## src/hw/dam_pkg.sv

```systemverilog
// Package: constants and carriers of the data address mode decoder
package dam_pkg;

  // ***********************************************
  // Widths
  // ***********************************************
  localparam int ADDR_W    = 12;
  localparam int PROG_W    = 20;
  localparam int PTR_COUNT = 3;

  // ***********************************************
  // Special register addresses
  // ***********************************************
  localparam logic [11:0] IND_BASE      = 12'hFEF;  // Plain indirect operand of pointer 0
  localparam logic [11:0] IND_STRIDE    = 12'h008;  // Pointer n operand block at base - n*8
  localparam logic [11:0] PTR_LO_BASE   = 12'hFE9;  // Pointer 0 low byte
  localparam logic [11:0] PTR_HI_BASE   = 12'hFEA;  // Pointer 0 high byte
  localparam logic [11:0] BANK_REG_ADDR = 12'hFE0;  // Bank select register
  localparam logic [7:0]  ACCESS_SPLIT  = 8'h80;    // Access bank low/high split
  localparam logic [3:0]  SFR_BANK      = 4'hF;     // Bank of the special registers

  // ***********************************************
  // Reset values
  // ***********************************************
  localparam logic [11:0] PTR_RESET  = 12'h000;
  localparam logic [3:0]  BANK_RESET = 4'h0;

  // ***********************************************
  // Types
  // ***********************************************
  typedef enum logic [2:0] {
    DAM_INHERENT = 3'b000,
    DAM_LITERAL  = 3'b001,
    DAM_DIRECT   = 3'b010,
    DAM_FULL     = 3'b011,
    DAM_INDIRECT = 3'b100,
    DAM_INDEXED  = 3'b101
  } dam_mode_t;

  typedef enum logic [2:0] {
    DAM_IND_PLAIN   = 3'b000,
    DAM_IND_POSTINC = 3'b001,
    DAM_IND_POSTDEC = 3'b010,
    DAM_IND_PREINC  = 3'b011,
    DAM_IND_PLUSW   = 3'b100,
    DAM_IND_NONE    = 3'b111
  } dam_ind_t;

  typedef enum logic [1:0] {
    DAM_DST_NONE = 2'b00,
    DAM_DST_WREG = 2'b01,
    DAM_DST_FILE = 2'b10
  } dam_dst_t;

  // Decode request from the instruction stage
  typedef struct packed {
    logic        valid;
    dam_mode_t   mode;
    logic        access_sel;
    logic        has_dst;
    logic        dst_sel;
    logic        implicit_file;
    logic [7:0]  literal;
    logic [11:0] full_addr;
    logic [19:0] prog_addr;
  } dam_req_t;

  // Decoded answer to the data memory
  typedef struct packed {
    logic        valid;
    logic [11:0] addr;
    dam_dst_t    dst;
    logic [7:0]  literal;
    logic [19:0] prog_addr;
    logic        uses_addr;
  } dam_rsp_t;

endpackage : dam_pkg

```

## src/hw/dam_ptr.sv

```systemverilog
// One file pointer register with direct write and post-access update
`timescale 1ns/1ps
module dam_ptr #(
  parameter int unsigned           IDX  = 0,
  parameter logic [11:0]           INIT = dam_pkg::PTR_RESET
) (
  // Clock and reset
  input  wire logic                mclk_in,
  input  wire logic                rst_in,
  // Direct write of the pointer bytes
  input  wire logic                wr_lo_in,
  input  wire logic                wr_hi_in,
  input  wire logic [7:0]          wr_data_in,
  // Update after an indirect access
  input  wire logic                upd_in,
  input  wire logic [11:0]         upd_value_in,
  // Current pointer
  output logic      [11:0]         ptr_out
);

  typedef struct packed {
    logic [11:0] ptr;
  } dam_ptr_state_t;

  dam_ptr_state_t st;
  dam_ptr_state_t next_st;

  // ***********************************************
  // Next state
  // ***********************************************
  always_comb begin
    next_st = st;
    if (upd_in) begin
      next_st.ptr = upd_value_in;  // see [RULE12]
    end else begin
      if (wr_lo_in) begin
        next_st.ptr[7:0] = wr_data_in;  // see [RULE11]
      end
      if (wr_hi_in) begin
        next_st.ptr[11:8] = wr_data_in[3:0];
      end
    end
  end

  always_ff @(posedge mclk_in) begin
    if (rst_in) begin
      st <= '{ptr: INIT};
    end else begin
      st <= next_st;
    end
  end

  assign ptr_out = st.ptr;
endmodule : dam_ptr

```

## src/hw/dam_bank.sv

```systemverilog
// Bank select register, written directly by instructions
`timescale 1ns/1ps
module dam_bank (
  // Clock and reset
  input  wire logic                mclk_in,
  input  wire logic                rst_in,
  // Write port
  input  wire logic                wr_in,
  input  wire logic [7:0]          wr_data_in,
  // Current bank
  output logic      [3:0]          bank_out
);

  typedef struct packed {
    logic [3:0] bank;
  } dam_bank_state_t;

  dam_bank_state_t st;
  dam_bank_state_t next_st;

  always_comb begin
    next_st = st;
    if (wr_in) begin
      next_st.bank = wr_data_in[3:0];
    end
  end

  always_ff @(posedge mclk_in) begin
    if (rst_in) begin
      st <= '{bank: dam_pkg::BANK_RESET};
    end else begin
      st <= next_st;
    end
  end

  assign bank_out = st.bank;

endmodule : dam_bank

```

## src/hw/dam_decoder.sv

```systemverilog
// Data address mode decoder: operand address and destination
`timescale 1ns/1ps
// Operation
// [RULE1] Mode fixed per instruction, up to three
// [RULE2] Indexed mode only with extended set on
// [RULE3] Inherent instructions need no address field
// [RULE4] Literal from opcode; 20-bit program address
// [RULE5] Byte and bit instructions use direct
// [RULE6] Access bit one: bank plus byte
// [RULE7] Access bit zero: access bank, bank ignored
// [RULE8] Full 12-bit address ignores bank register
// [RULE9] Destination bit: one file, zero working
// [RULE10] No destination bit: implicit fixed destination
// [RULE11] Indirect address from directly writable pointer
// [RULE12] Operand picks post-inc, post-dec or offset
// [RULE13] Bank low nibble gives bits 11:8
// [RULE14] Pointer update after access, old value used; pre-increment addresses the incremented value instead
module dam_decoder #(
  parameter int unsigned           NPTR = dam_pkg::PTR_COUNT
) (
  // Clock and reset
  input  wire logic                mclk_in,
  input  wire logic                rst_in,
  // Configuration
  input  wire logic                extended_set_enable_in,
  // Decode request
  input  wire dam_pkg::dam_req_t   req_in,
  input  wire logic [7:0]          wreg_in,
  // Data memory write seen by the special registers
  input  wire logic                mem_wr_in,
  input  wire logic [11:0]         mem_wr_addr_in,
  input  wire logic [7:0]          mem_wr_data_in,
  // Decoded answer
  output dam_pkg::dam_rsp_t        rsp_out,
  output dam_pkg::dam_mode_t       mode_out,
  output logic                     mode_err_out
);

  // ***********************************************
  // State
  // ***********************************************
  typedef struct packed {
    dam_pkg::dam_rsp_t  rsp;
    dam_pkg::dam_mode_t mode;
    logic               err;
  } dam_dec_state_t;

  dam_dec_state_t st;
  dam_dec_state_t next_st;

  logic [3:0]                bank;
  logic [NPTR-1:0][11:0]     ptr;
  logic [NPTR-1:0]           ptr_wr_lo;
  logic [NPTR-1:0]           ptr_wr_hi;
  logic [NPTR-1:0]           ptr_upd;
  logic [11:0]               upd_value;
  logic [11:0]               dir_addr;
  logic [11:0]               ind_addr;
  logic [11:0]               eff_addr;
  logic                      ind_hit;
  logic [1:0]                ind_sel;
  dam_pkg::dam_ind_t         ind_kind;
  logic                      bank_wr;

  // ***********************************************
  // Bank register and pointers
  // ***********************************************
  assign bank_wr = mem_wr_in && (mem_wr_addr_in == dam_pkg::BANK_REG_ADDR);

  dam_bank u_bank (
    .mclk_in    (mclk_in),
    .rst_in     (rst_in),
    .wr_in      (bank_wr),
    .wr_data_in (mem_wr_data_in),
    .bank_out   (bank)
  );

  generate
    for (genvar g = 0; g < NPTR; g++) begin : g_ptr
      localparam logic [11:0] OFS = 12'(g) * dam_pkg::IND_STRIDE;
      assign ptr_wr_lo[g] = mem_wr_in
                          && (mem_wr_addr_in == dam_pkg::PTR_LO_BASE - OFS);  // see [RULE11]
      assign ptr_wr_hi[g] = mem_wr_in
                          && (mem_wr_addr_in == dam_pkg::PTR_HI_BASE - OFS);
      dam_ptr #(
        .IDX (g)
      ) u_ptr (
        .mclk_in      (mclk_in),
        .rst_in       (rst_in),
        .wr_lo_in     (ptr_wr_lo[g]),
        .wr_hi_in     (ptr_wr_hi[g]),
        .wr_data_in   (mem_wr_data_in),
        .upd_in       (ptr_upd[g]),
        .upd_value_in (upd_value),
        .ptr_out      (ptr[g])
      );
    end
  endgenerate

  // ***********************************************
  // Direct address
  // ***********************************************
  always_comb begin
    if (req_in.access_sel) begin
      dir_addr = {bank, req_in.literal};  // see [RULE6] see [RULE13]
    end else if (req_in.literal < dam_pkg::ACCESS_SPLIT) begin
      dir_addr = {4'h0, req_in.literal};  // see [RULE7]
    end else begin
      dir_addr = {dam_pkg::SFR_BANK, req_in.literal};  // see [RULE7]
    end
  end

  // ***********************************************
  // Indirect operand detection
  // ***********************************************
  always_comb begin
    logic [11:0] diff;
    diff     = 12'h000;
    ind_hit  = 1'b0;
    ind_sel  = 2'd0;
    ind_kind = dam_pkg::DAM_IND_NONE;
    for (int i = 0; i < NPTR; i++) begin
      diff = dam_pkg::IND_BASE - 12'(i) * dam_pkg::IND_STRIDE - dir_addr;
      if (!ind_hit && diff < 12'h005) begin
        ind_hit  = 1'b1;
        ind_sel  = 2'(i);
        ind_kind = dam_pkg::dam_ind_t'(diff[2:0]);
      end
    end
  end

  // ***********************************************
  // Effective address and pointer update
  // ***********************************************
  always_comb begin
    ind_addr  = ptr[ind_sel];
    upd_value = ptr[ind_sel];
    ptr_upd   = '0;
    case (ind_kind)
      dam_pkg::DAM_IND_PREINC: ind_addr = ptr[ind_sel] + 12'h001;
      dam_pkg::DAM_IND_PLUSW:  ind_addr = ptr[ind_sel] + {{4{wreg_in[7]}}, wreg_in};  // see [RULE12]
      default:                 ind_addr = ptr[ind_sel];  // see [RULE14]
    endcase
    case (ind_kind)
      dam_pkg::DAM_IND_POSTINC: upd_value = ptr[ind_sel] + 12'h001;  // see [RULE12]
      dam_pkg::DAM_IND_POSTDEC: upd_value = ptr[ind_sel] - 12'h001;  // see [RULE12]
      dam_pkg::DAM_IND_PREINC:  upd_value = ptr[ind_sel] + 12'h001;
      default:                  upd_value = ptr[ind_sel];
    endcase
    if (req_in.valid && ind_hit && (req_in.mode == dam_pkg::DAM_DIRECT
        || req_in.mode == dam_pkg::DAM_INDIRECT)
        && ind_kind != dam_pkg::DAM_IND_PLAIN && ind_kind != dam_pkg::DAM_IND_PLUSW) begin
      ptr_upd[ind_sel] = 1'b1;  // see [RULE14]
    end
  end

  // ***********************************************
  // Mode decode
  // ***********************************************
  always_comb begin
    next_st                = st;
    next_st.rsp.valid      = req_in.valid;
    next_st.rsp.literal    = req_in.literal;
    next_st.rsp.prog_addr  = req_in.prog_addr;
    next_st.rsp.addr       = 12'h000;
    next_st.rsp.uses_addr  = 1'b0;
    next_st.rsp.dst        = dam_pkg::DAM_DST_NONE;
    next_st.err            = 1'b0;
    eff_addr               = ind_hit ? ind_addr : dir_addr;
    if (req_in.valid) begin
      next_st.mode = req_in.mode;  // see [RULE1]
      case (req_in.mode)
        dam_pkg::DAM_INHERENT: begin
          next_st.rsp.dst = req_in.implicit_file ? dam_pkg::DAM_DST_FILE
                                                 : dam_pkg::DAM_DST_NONE;  // see [RULE3]
        end
        dam_pkg::DAM_LITERAL: begin
          next_st.rsp.dst = dam_pkg::DAM_DST_WREG;  // see [RULE4]
        end
        dam_pkg::DAM_DIRECT, dam_pkg::DAM_INDIRECT: begin
          next_st.rsp.addr      = eff_addr;  // see [RULE5] see [RULE11]
          next_st.rsp.uses_addr = 1'b1;
        end
        dam_pkg::DAM_FULL: begin
          next_st.rsp.addr      = req_in.full_addr;  // see [RULE8]
          next_st.rsp.uses_addr = 1'b1;
        end
        dam_pkg::DAM_INDEXED: begin
          if (extended_set_enable_in) begin
            next_st.rsp.addr      = ptr[2] + {4'h0, req_in.literal};  // see [RULE2]
            next_st.rsp.uses_addr = 1'b1;
          end else begin
            next_st.err = 1'b1;  // see [RULE2]
          end
        end
        default: begin
          next_st.err = 1'b1;
        end
      endcase
      if (next_st.rsp.uses_addr) begin
        if (req_in.has_dst) begin
          next_st.rsp.dst = req_in.dst_sel ? dam_pkg::DAM_DST_FILE
                                           : dam_pkg::DAM_DST_WREG;  // see [RULE9]
        end else begin
          next_st.rsp.dst = req_in.implicit_file ? dam_pkg::DAM_DST_FILE
                                                 : dam_pkg::DAM_DST_WREG;  // see [RULE10]
        end
      end
    end
  end

  always_ff @(posedge mclk_in) begin
    if (rst_in) begin
      st <= '0;
    end else begin
      st <= next_st;
    end
  end

  assign rsp_out      = st.rsp;
  assign mode_out     = st.mode;
  assign mode_err_out = st.err;
endmodule : dam_decoder

```

## config.mk

```make
export PLATFORM = sky130hd
export DESIGN_NAME = dam_decoder
export DESIGN_NICKNAME = d
export VERILOG_FILES = /design/src/hw/dam_pkg.sv /design/src/hw/dam_ptr.sv /design/src/hw/dam_bank.sv /design/src/hw/dam_decoder.sv
export SDC_FILE = /design/constraint.sdc
export NUM_CORES = 1
export LEC_CHECK = 0
export BUFFER_PORTS_ARGS = -buffer_cell sky130_fd_sc_hd__buf_2
export CORE_MARGIN = 8
export CORE_UTILIZATION = 50
export DETAILED_ROUTE_END_ITERATION = 6
export MAX_ROUTING_LAYER = met4
export PLACE_DENSITY_LB_ADDON = 0.3
export RECOVER_POWER = 25
export SYNTH_ARGS = -nofsm -noshare
export SYNTH_HDL_FRONTEND = slang
export SYNTH_SLANG_ARGS = --single-unit
```

## constraint.sdc

```tcl
create_clock -name mclk_in -period 5.72 [get_ports mclk_in]
set_input_delay 0.572 -clock mclk_in [delete_from_list [all_inputs] [get_ports mclk_in]]
set_output_delay 0.572 -clock mclk_in [all_outputs]
set_load 0.02 [all_outputs]
```

# Word level (Yosys, flattened, before mapping)

Index checks and enable logic that the tools add are counted.

$add $sub $neg: 7
$mul: 0
Div/mod/pow operators: 0
$lt $le $gt $ge: 6
Equality and inequality tests: 17
Shift operators: 0
Multiplexer cells: 40
Bitwise gates (word level): 1
Reduce and logical (&&, ||, !) cells: 30

Operator list:

| cell                   | count |
|---|---|
| $mux 12                | 8 |
| $eq 12x12->1 const B   | 7 |
| $pmux 12 s2            | 2 |
| $lt 12x3->1 const B    | 3 |
| $pmux 12 s3            | 1 |
| $sub 12x12->12 const A | 3 |
| $bmux 12 s2            | 1 |
| $mux 8                 | 3 |
| $logic_and 1x1->1      | 14 |
| $add 12x1->12 const B  | 1 |
| $add 12x12->12         | 1 |
| $add 12x8->12          | 1 |
| $eq 3x2->1 const B     | 4 |
| $mux 2                 | 6 |
| $mux 3                 | 4 |
| $mux 4                 | 3 |
| $reduce_bool 2->1      | 6 |
| $sub 12x1->12 const B  | 1 |
| $eq 3x3->1 const B     | 3 |
| $lt 8x8->1 const B     | 1 |
| $mux 1                 | 8 |
| $eq 3x1->1 const B     | 2 |
| $reduce_or 2->1        | 3 |
| $reduce_or 5->1        | 1 |
| 12 further kinds       | 14 |

Register bits: 88
Latch bits: 0
RAM bits: 0
ROM bits: 0
Bits of input ports: 80
Output and inout bits: 48
Logic and storage cells: 116
Memories kept: 0

# Logic depth before layout (Yosys ltp)

Word-level depth: 18
Gate-level depth with buffers: 20
Gate-level depth less buffers: 18

# By module

A second synthesis with hierarchy kept.

Cell total of the unflattened synthesis: 694
Area, all modules: 6039.5 µm²

By module, submodules not included:

| module      | times used | cells each | area an instance (µm²) | seq. area each (µm²) |
|---|---|---|---|---|
| dam_decoder | 1          | 519        | 4199.0                 | 960.9 |
| dam_ptr     | 3          | 54         | 566.8                  | 240.2 |
| dam_bank    | 1          | 13         | 140.1                  | 80.1 |

# Worst setup path after synthesis

No wires, ideal clock.

Kind: input-to-reg
Start point: in req_in[37] (netlist name)
End point: reg st, in the netlist rsp_out[42]
Setup time: 0.130 ns
Data arrival time: 4.164 ns
Data required time: 5.590 ns
Path slack: 1.426 ns
Stages on the path: 18
Buffers on the path: 2
Path through: ha_1 -> and2b_1 -> o21ba_1 -> buf_2 -> or4_4 -> buf_6 -> o211ai_2 -> nor2b_1 -> ha_1 -> a21o_1 -> a21o_1 -> nand2_1 -> nand3_1 -> a41oi_1 -> o21ai_0 -> xnor2_1 -> a2111oi_0 -> a21oi_1

Cells in the longest elaborated chain, start to end: 18
Elaborated cells between the ends (all ways): 32
Classes of those cells: 6 x add/sub; 4 x order compare; 2 x eq/ne; 16 x mux; 4 x reduce/logical

RTL lines:

| what                                                   | RTL line                                                   | source |
|---|---|---|
| from (decl)                                            | dam_decoder.sv:27                                          | `input wire dam_pkg::dam_req_t req_in,` |
| $lt 8x8->1                                             | dam_decoder.sv:106                                         | `end else if (req_in.literal < dam_pkg::ACCESS_SPLIT) begin` |
| $mux 12                                                | dam_decoder.sv:106                                         |  |
| $mux 12                                                | dam_decoder.sv:104                                         | `if (req_in.access_sel) begin` |
| $sub 12x12->12                                         | dam_decoder.sv:123                                         | `diff = dam_pkg::IND_BASE - 12'(i) * dam_pkg::IND_STRIDE - dir_addr;` |
| $lt 12x3->1                                            | dam_decoder.sv:124                                         | `if (!ind_hit && diff < 12'h005) begin` |
| $mux 1                                                 | dam_decoder.sv:124                                         |  |
| $logic_not 1->1                                        | dam_decoder.sv:124                                         |  |
| $logic_and 1x1->1                                      | dam_decoder.sv:124                                         |  |
| (+2 left out)                                          | --                                                         |  |
| $logic_and 1x1->1                                      | dam_decoder.sv:124                                         |  |
| $mux 2                                                 | dam_decoder.sv:124                                         |  |
| $bmux 12 s2                                            | dam_decoder.sv:140, dam_decoder.sv:141, dam_decoder.sv:142 |  |
| $mux 12 (not written as such)                          | dam_decoder.sv:140, dam_decoder.sv:141, dam_decoder.sv:142 |  |
| $add 12x12->12 / $add 12x1->12 (equally long branches) | dam_decoder.sv:141, dam_decoder.sv:140                     |  |
| $pmux 12 s2                                            | dam_decoder.sv:139                                         | `case (ind_kind)` |
| $mux 12                                                | dam_decoder.sv:169                                         | `eff_addr = ind_hit ? ind_addr : dir_addr;` |
| $pmux 12 s3 (*)                                        | dam_decoder.sv:172                                         | `case (req_in.mode)` |
| to (signal assigned)                                   | dam_decoder.sv:216                                         | `st <= next_st;` |
| to (decl)                                              | dam_decoder.sv:48                                          | `dam_dec_state_t st;` |

Mark *: on every way between the ends. The rest lies on a longest branch, timed or not. The select of a mux whose other input is x is not followed.
A chain may end at the register's enable or synchronous reset.

# Final worst setup path

Start point: in req_in[37] (netlist name)
End point: reg st, in the netlist rsp_out[39]

Same word-level chain as after synthesis.

==> results.json <==
{
  "worstPathMaxFanout": 14,
  "area_growth_pct": 15.3,
  "clkPwrFrac_pct": 41.7,
  "viasPerCell": 6.36,
  "cts_max_level": 3,
  "antenna_cells": 0,
  "wl_per_cell_um": 21.5,
  "synth-seq-cells": 88,
  "ir_drop_v": 0.000135,
  "p_leak_uw": 0.00314,
  "vias": 6273,
  "drive_above_1_share_pct": 20.4,
  "synth_flop_cell": "dfxtp_1",
  "hpwl_um": 16400,
  "die_x_um": 127,
  "clockBufferDepth": 2,
  "async_reset_ff_share_pct": 0,
  "p_comb_share_pct": 13.2,
  "internal_power_uw": 1000,
  "clock_latency_ps": 350,
  "antenna_left": 0,
  "synth_area_per_cell_um2": 8.31,
  "synthCells": 738,
  "grt_pass1_vias": 5989,
  "p_sw_share_pct": 28.4,
  "numPortBuffers": 127,
  "synth.distinct_cells": 86,
  "path_class": "primary input to register",
  "fmax_mhz": 207,
  "syn_nets": 846,
  "violations": "capacitance limit, slew limit",
  "core_mm2": 0.0120,
  "hold_viol_final": 0,
  "final_nets": 942,
  "netlist_area_mm2": 0.00613,
  "die_h_um": 127,
  "hold_buffers": 0,
  "fin_crit_sh_pct": 84.5,
  "critPathCaptureType": "register",
  "setup_violations": 0,
  "regToRegEndpoint": "rsp_out[39]$_SDFF_PP0_",
  "die_area_mm2": 0.0161,
  "finalCriticalPeriod_ps": 4830,
  "r2r_start": "u_bank.bank_out[2]$_SDFFE_PP0P_",
  "cts_resized": 0,
  "tns_ps": 0,
  "crit_path_start": "req_in[37]",
  "drt_iter0_markers": 600,
  "reg2reg_slack_ps": 1130,
  "drc_errors": 0,
  "drtPass1Iterations": 6,
  "cp.required_ps": 5930,
  "antenna_found_initial": 0,
  "final_max_slew_viol_count": 80,
  "rr_worst_depth": 15,
  "gp_congestion": 0.945,
  "crit_arrival_ps": 5050,
  "grt_pass1_wl_um": 32700,
  "initial_core_util_pct": 51.1,
  "power_uw": 1400,
  "clk_pin_slew_ps": 70,
  "rsz0062_at_grt": "false",
  "status": "finished with violations",
  "synth_edf_count": 0,
  "power_switching_uw": 398,
  "seq_area_frac_synth_pct": 28.7,
  "crit_path_end": "rsp_out[39]$_SDFF_PP0_",
  "yosys_warnings": 0,
  "row_count": 40,
  "clock_sinks": 88,
  "grt_max_degree": 80,
  "startpoint_type": "primary input",
  "power_per_cell_area_mw_per_mm2": 198,
  "p_seq_share_pct": 45.1,
  "grt_overflow": 0,
  "hold_class": "primary input to register",
  "totalWireLength_um": 21200,
  "slew_headroom_pct": -131,
  "cts_setup_buffers": 0,
  "cts_tree": "yes",
  "io_pins": 128,
  "worst_pin_slew_ps": 3460,
  "cts_buffers": 9,
  "clock_skew_ps": 8.60,
  "cap_violations": 1,
  "grtUsageTotal_pct": 26.4,
  "cts-root-buf": "clkbuf_16"
}
-- placed cells by master, fill, tap and decap left out, types with 4 or more instances in the layout --
cell type / n
buf_2: 125
dfxtp_1: 88
nor2_1: 69
a21oi_1: 52
mux2i_1: 41
nand2_1: 39
nor2b_1: 32
nor3_1: 28
ha_1: 26
a211oi_1: 24
inv_1: 20
and3_1: 18
o21ai_0: 18
nand3_1: 17
a21o_1: 15
xnor2_1: 15
xor2_1: 13
or3_1: 13
a22oi_1: 13
clkbuf_16: 9
o211ai_1: 8
nand2b_1: 8
nor4_1: 8
and2_1: 6
nand4_1: 6
o41ai_1: 5
a31oi_1: 5
mux2_2: 5
a2111oi_0: 5
a211o_1: 5
and4_1: 4
o22ai_1: 4
o221ai_1: 4
-- cell usage after synthesis, drive strengths merged (4+ instances only) --
| library cell | count | share of area (%) |
|---|---|---|
| o22ai | 4 | 0.41 |
| nor2 | 69 | 4.2 |
| clkbuf | 32 | 2.0 |
| or3 | 13 | 1.3 |
| dfxtp | 88 | 29 |
| and3 | 19 | 2.0 |
| mux2 | 5 | 0.92 |
| o41ai | 5 | 0.71 |
| ha | 26 | 5.3 |
| nand3 | 17 | 1.4 |
| xnor2 | 15 | 2.1 |
| a221oi | 4 | 0.96 |
| a31oi | 5 | 0.51 |
| and4 | 5 | 0.75 |
| or2 | 4 | 0.41 |
| nand2b | 8 | 0.82 |
| a211oi | 24 | 2.9 |
| a21o | 15 | 1.8 |
| o21ai | 19 | 1.6 |
| buf | 14 | 1.4 |
| inv | 22 | 1.4 |
| a211o | 5 | 0.71 |
| nor3 | 29 | 2.4 |
| o211ai | 9 | 1.2 |
| nand2 | 39 | 2.4 |
| nor4 | 11 | 1.7 |
| nor2b | 32 | 3.3 |
| mux2i | 41 | 6.7 |
| o221ai | 6 | 1.2 |
| a22oi | 13 | 1.6 |
| and2 | 6 | 0.61 |
| xor2 | 13 | 1.9 |
| nand4 | 7 | 0.82 |
| a2111oi | 6 | 0.96 |
| a21oi | 52 | 4.2 |
-- cell families (layout without fill, tap and decap cells) --
kind of cell / after synthesis / count (layout) / share of synthesized area [%]
AOI/OAI and AO/OA: 203 / 203 / 24.1
xor gates and xnor gates: 28 / 28 / 4.00
adders and majority gates: 28 / 28 / 5.96
buffers and inverters: 69 / 170 / 4.77
DFF: 88 / 88 / 28.7
muxes: 46 / 46 / 7.61
and+or+nand+nor: 276 / 276 / 24.8
-- through the flow --
step	cell area [µm²]	std cells	worst slack [ps]	hold WS, ps	utilization, %
2_1_floorplan	6130	738	1430	478	-
3_3_place_gp	6780	970	855	471	56.4
3_5_place_dp	6780	970	693	478	56.4
4_1_cts	7080	986	1060	421	58.9
5_1_grt	7070	986	647	430	58.9
6_report	7070	986	888	431	58.9
-- state kept, by name, indices dropped and copies added (netlist names) --
signal,flops
u_bank.bank_out,4
rsp_out,44
mode_out,3
g_ptr.u_ptr.ptr_out,36
mode_err_out,1
-- power by group through the flow --
stage / Combinational (µW) / Sequential (µW) / Clock (µW)
2_1_floorplan: 88.8 / 665 / 0
3_3_place_gp: 179 / 645 / 0
3_5_place_dp: 181 / 645 / 0
4_1_cts: 182 / 631 / 596
5_1_grt: 198 / 632 / 618
6_report: 184 / 631 / 584
-- area by class of cell --
cell class	count	area, µm²
repair buffers	131	659
multi-input cells	581	4080
well taps	147	184
fillers	1110	4940
inverters	23	88.8
clock buffers	9	225
clock inverters	7	72.6
flip-flops and latches	88	1760
-- how the worst min path moves through the flow --
stage,from,cells after the start,to,slack (ps)
3_5_place_dp,mode_out[2]$_SDFFE_PP0P_,2,mode_out[2]$_SDFFE_PP0P_,480
3_3_place_gp,mode_out[1]$_SDFFE_PP0P_,2,mode_out[1]$_SDFFE_PP0P_,470
4_1_cts,req_in[9],2,rsp_out[10]$_SDFF_PP0_,420
5_1_grt,req_in[3],2,rsp_out[4]$_SDFF_PP0_,430
6_report,req_in[3],2,rsp_out[4]$_SDFF_PP0_,430
2_1_floorplan,u_bank.bank_out[1]$_SDFFE_PP0P_,2,u_bank.bank_out[1]$_SDFFE_PP0P_,480
-- metal layers --
layer | share of wire (%) | up-vias | wire length (µm) | global-route usage [%]
li1 | - | 2942 | - | -
met1 | 42 | 2991 | 8920 | 32.0
met2 | 46 | 304 | 9720 | 41.9
met3 | 9.7 | 36 | 2060 | 6.95
met4 | 2.4 | 0 | 505 | 8.54
met5 | 0 | - | 0 | -
-- critical path, cell delays in order --
cell and delay, ps:
buf_2 190, ha_1 280, and2b_1 180, o21ba_1 280
nor4_4 750, mux2i_1 430, nand2_1 190, inv_1 210
ha_1 300, a21boi_0 150, o21ai_0 200, nand2b_1 120
a31oi_1 270, xnor2_1 90, a221oi_1 290, a21boi_1 380
o32ai_1 140
No activity file was read; power rests on OpenSTA's default activity.
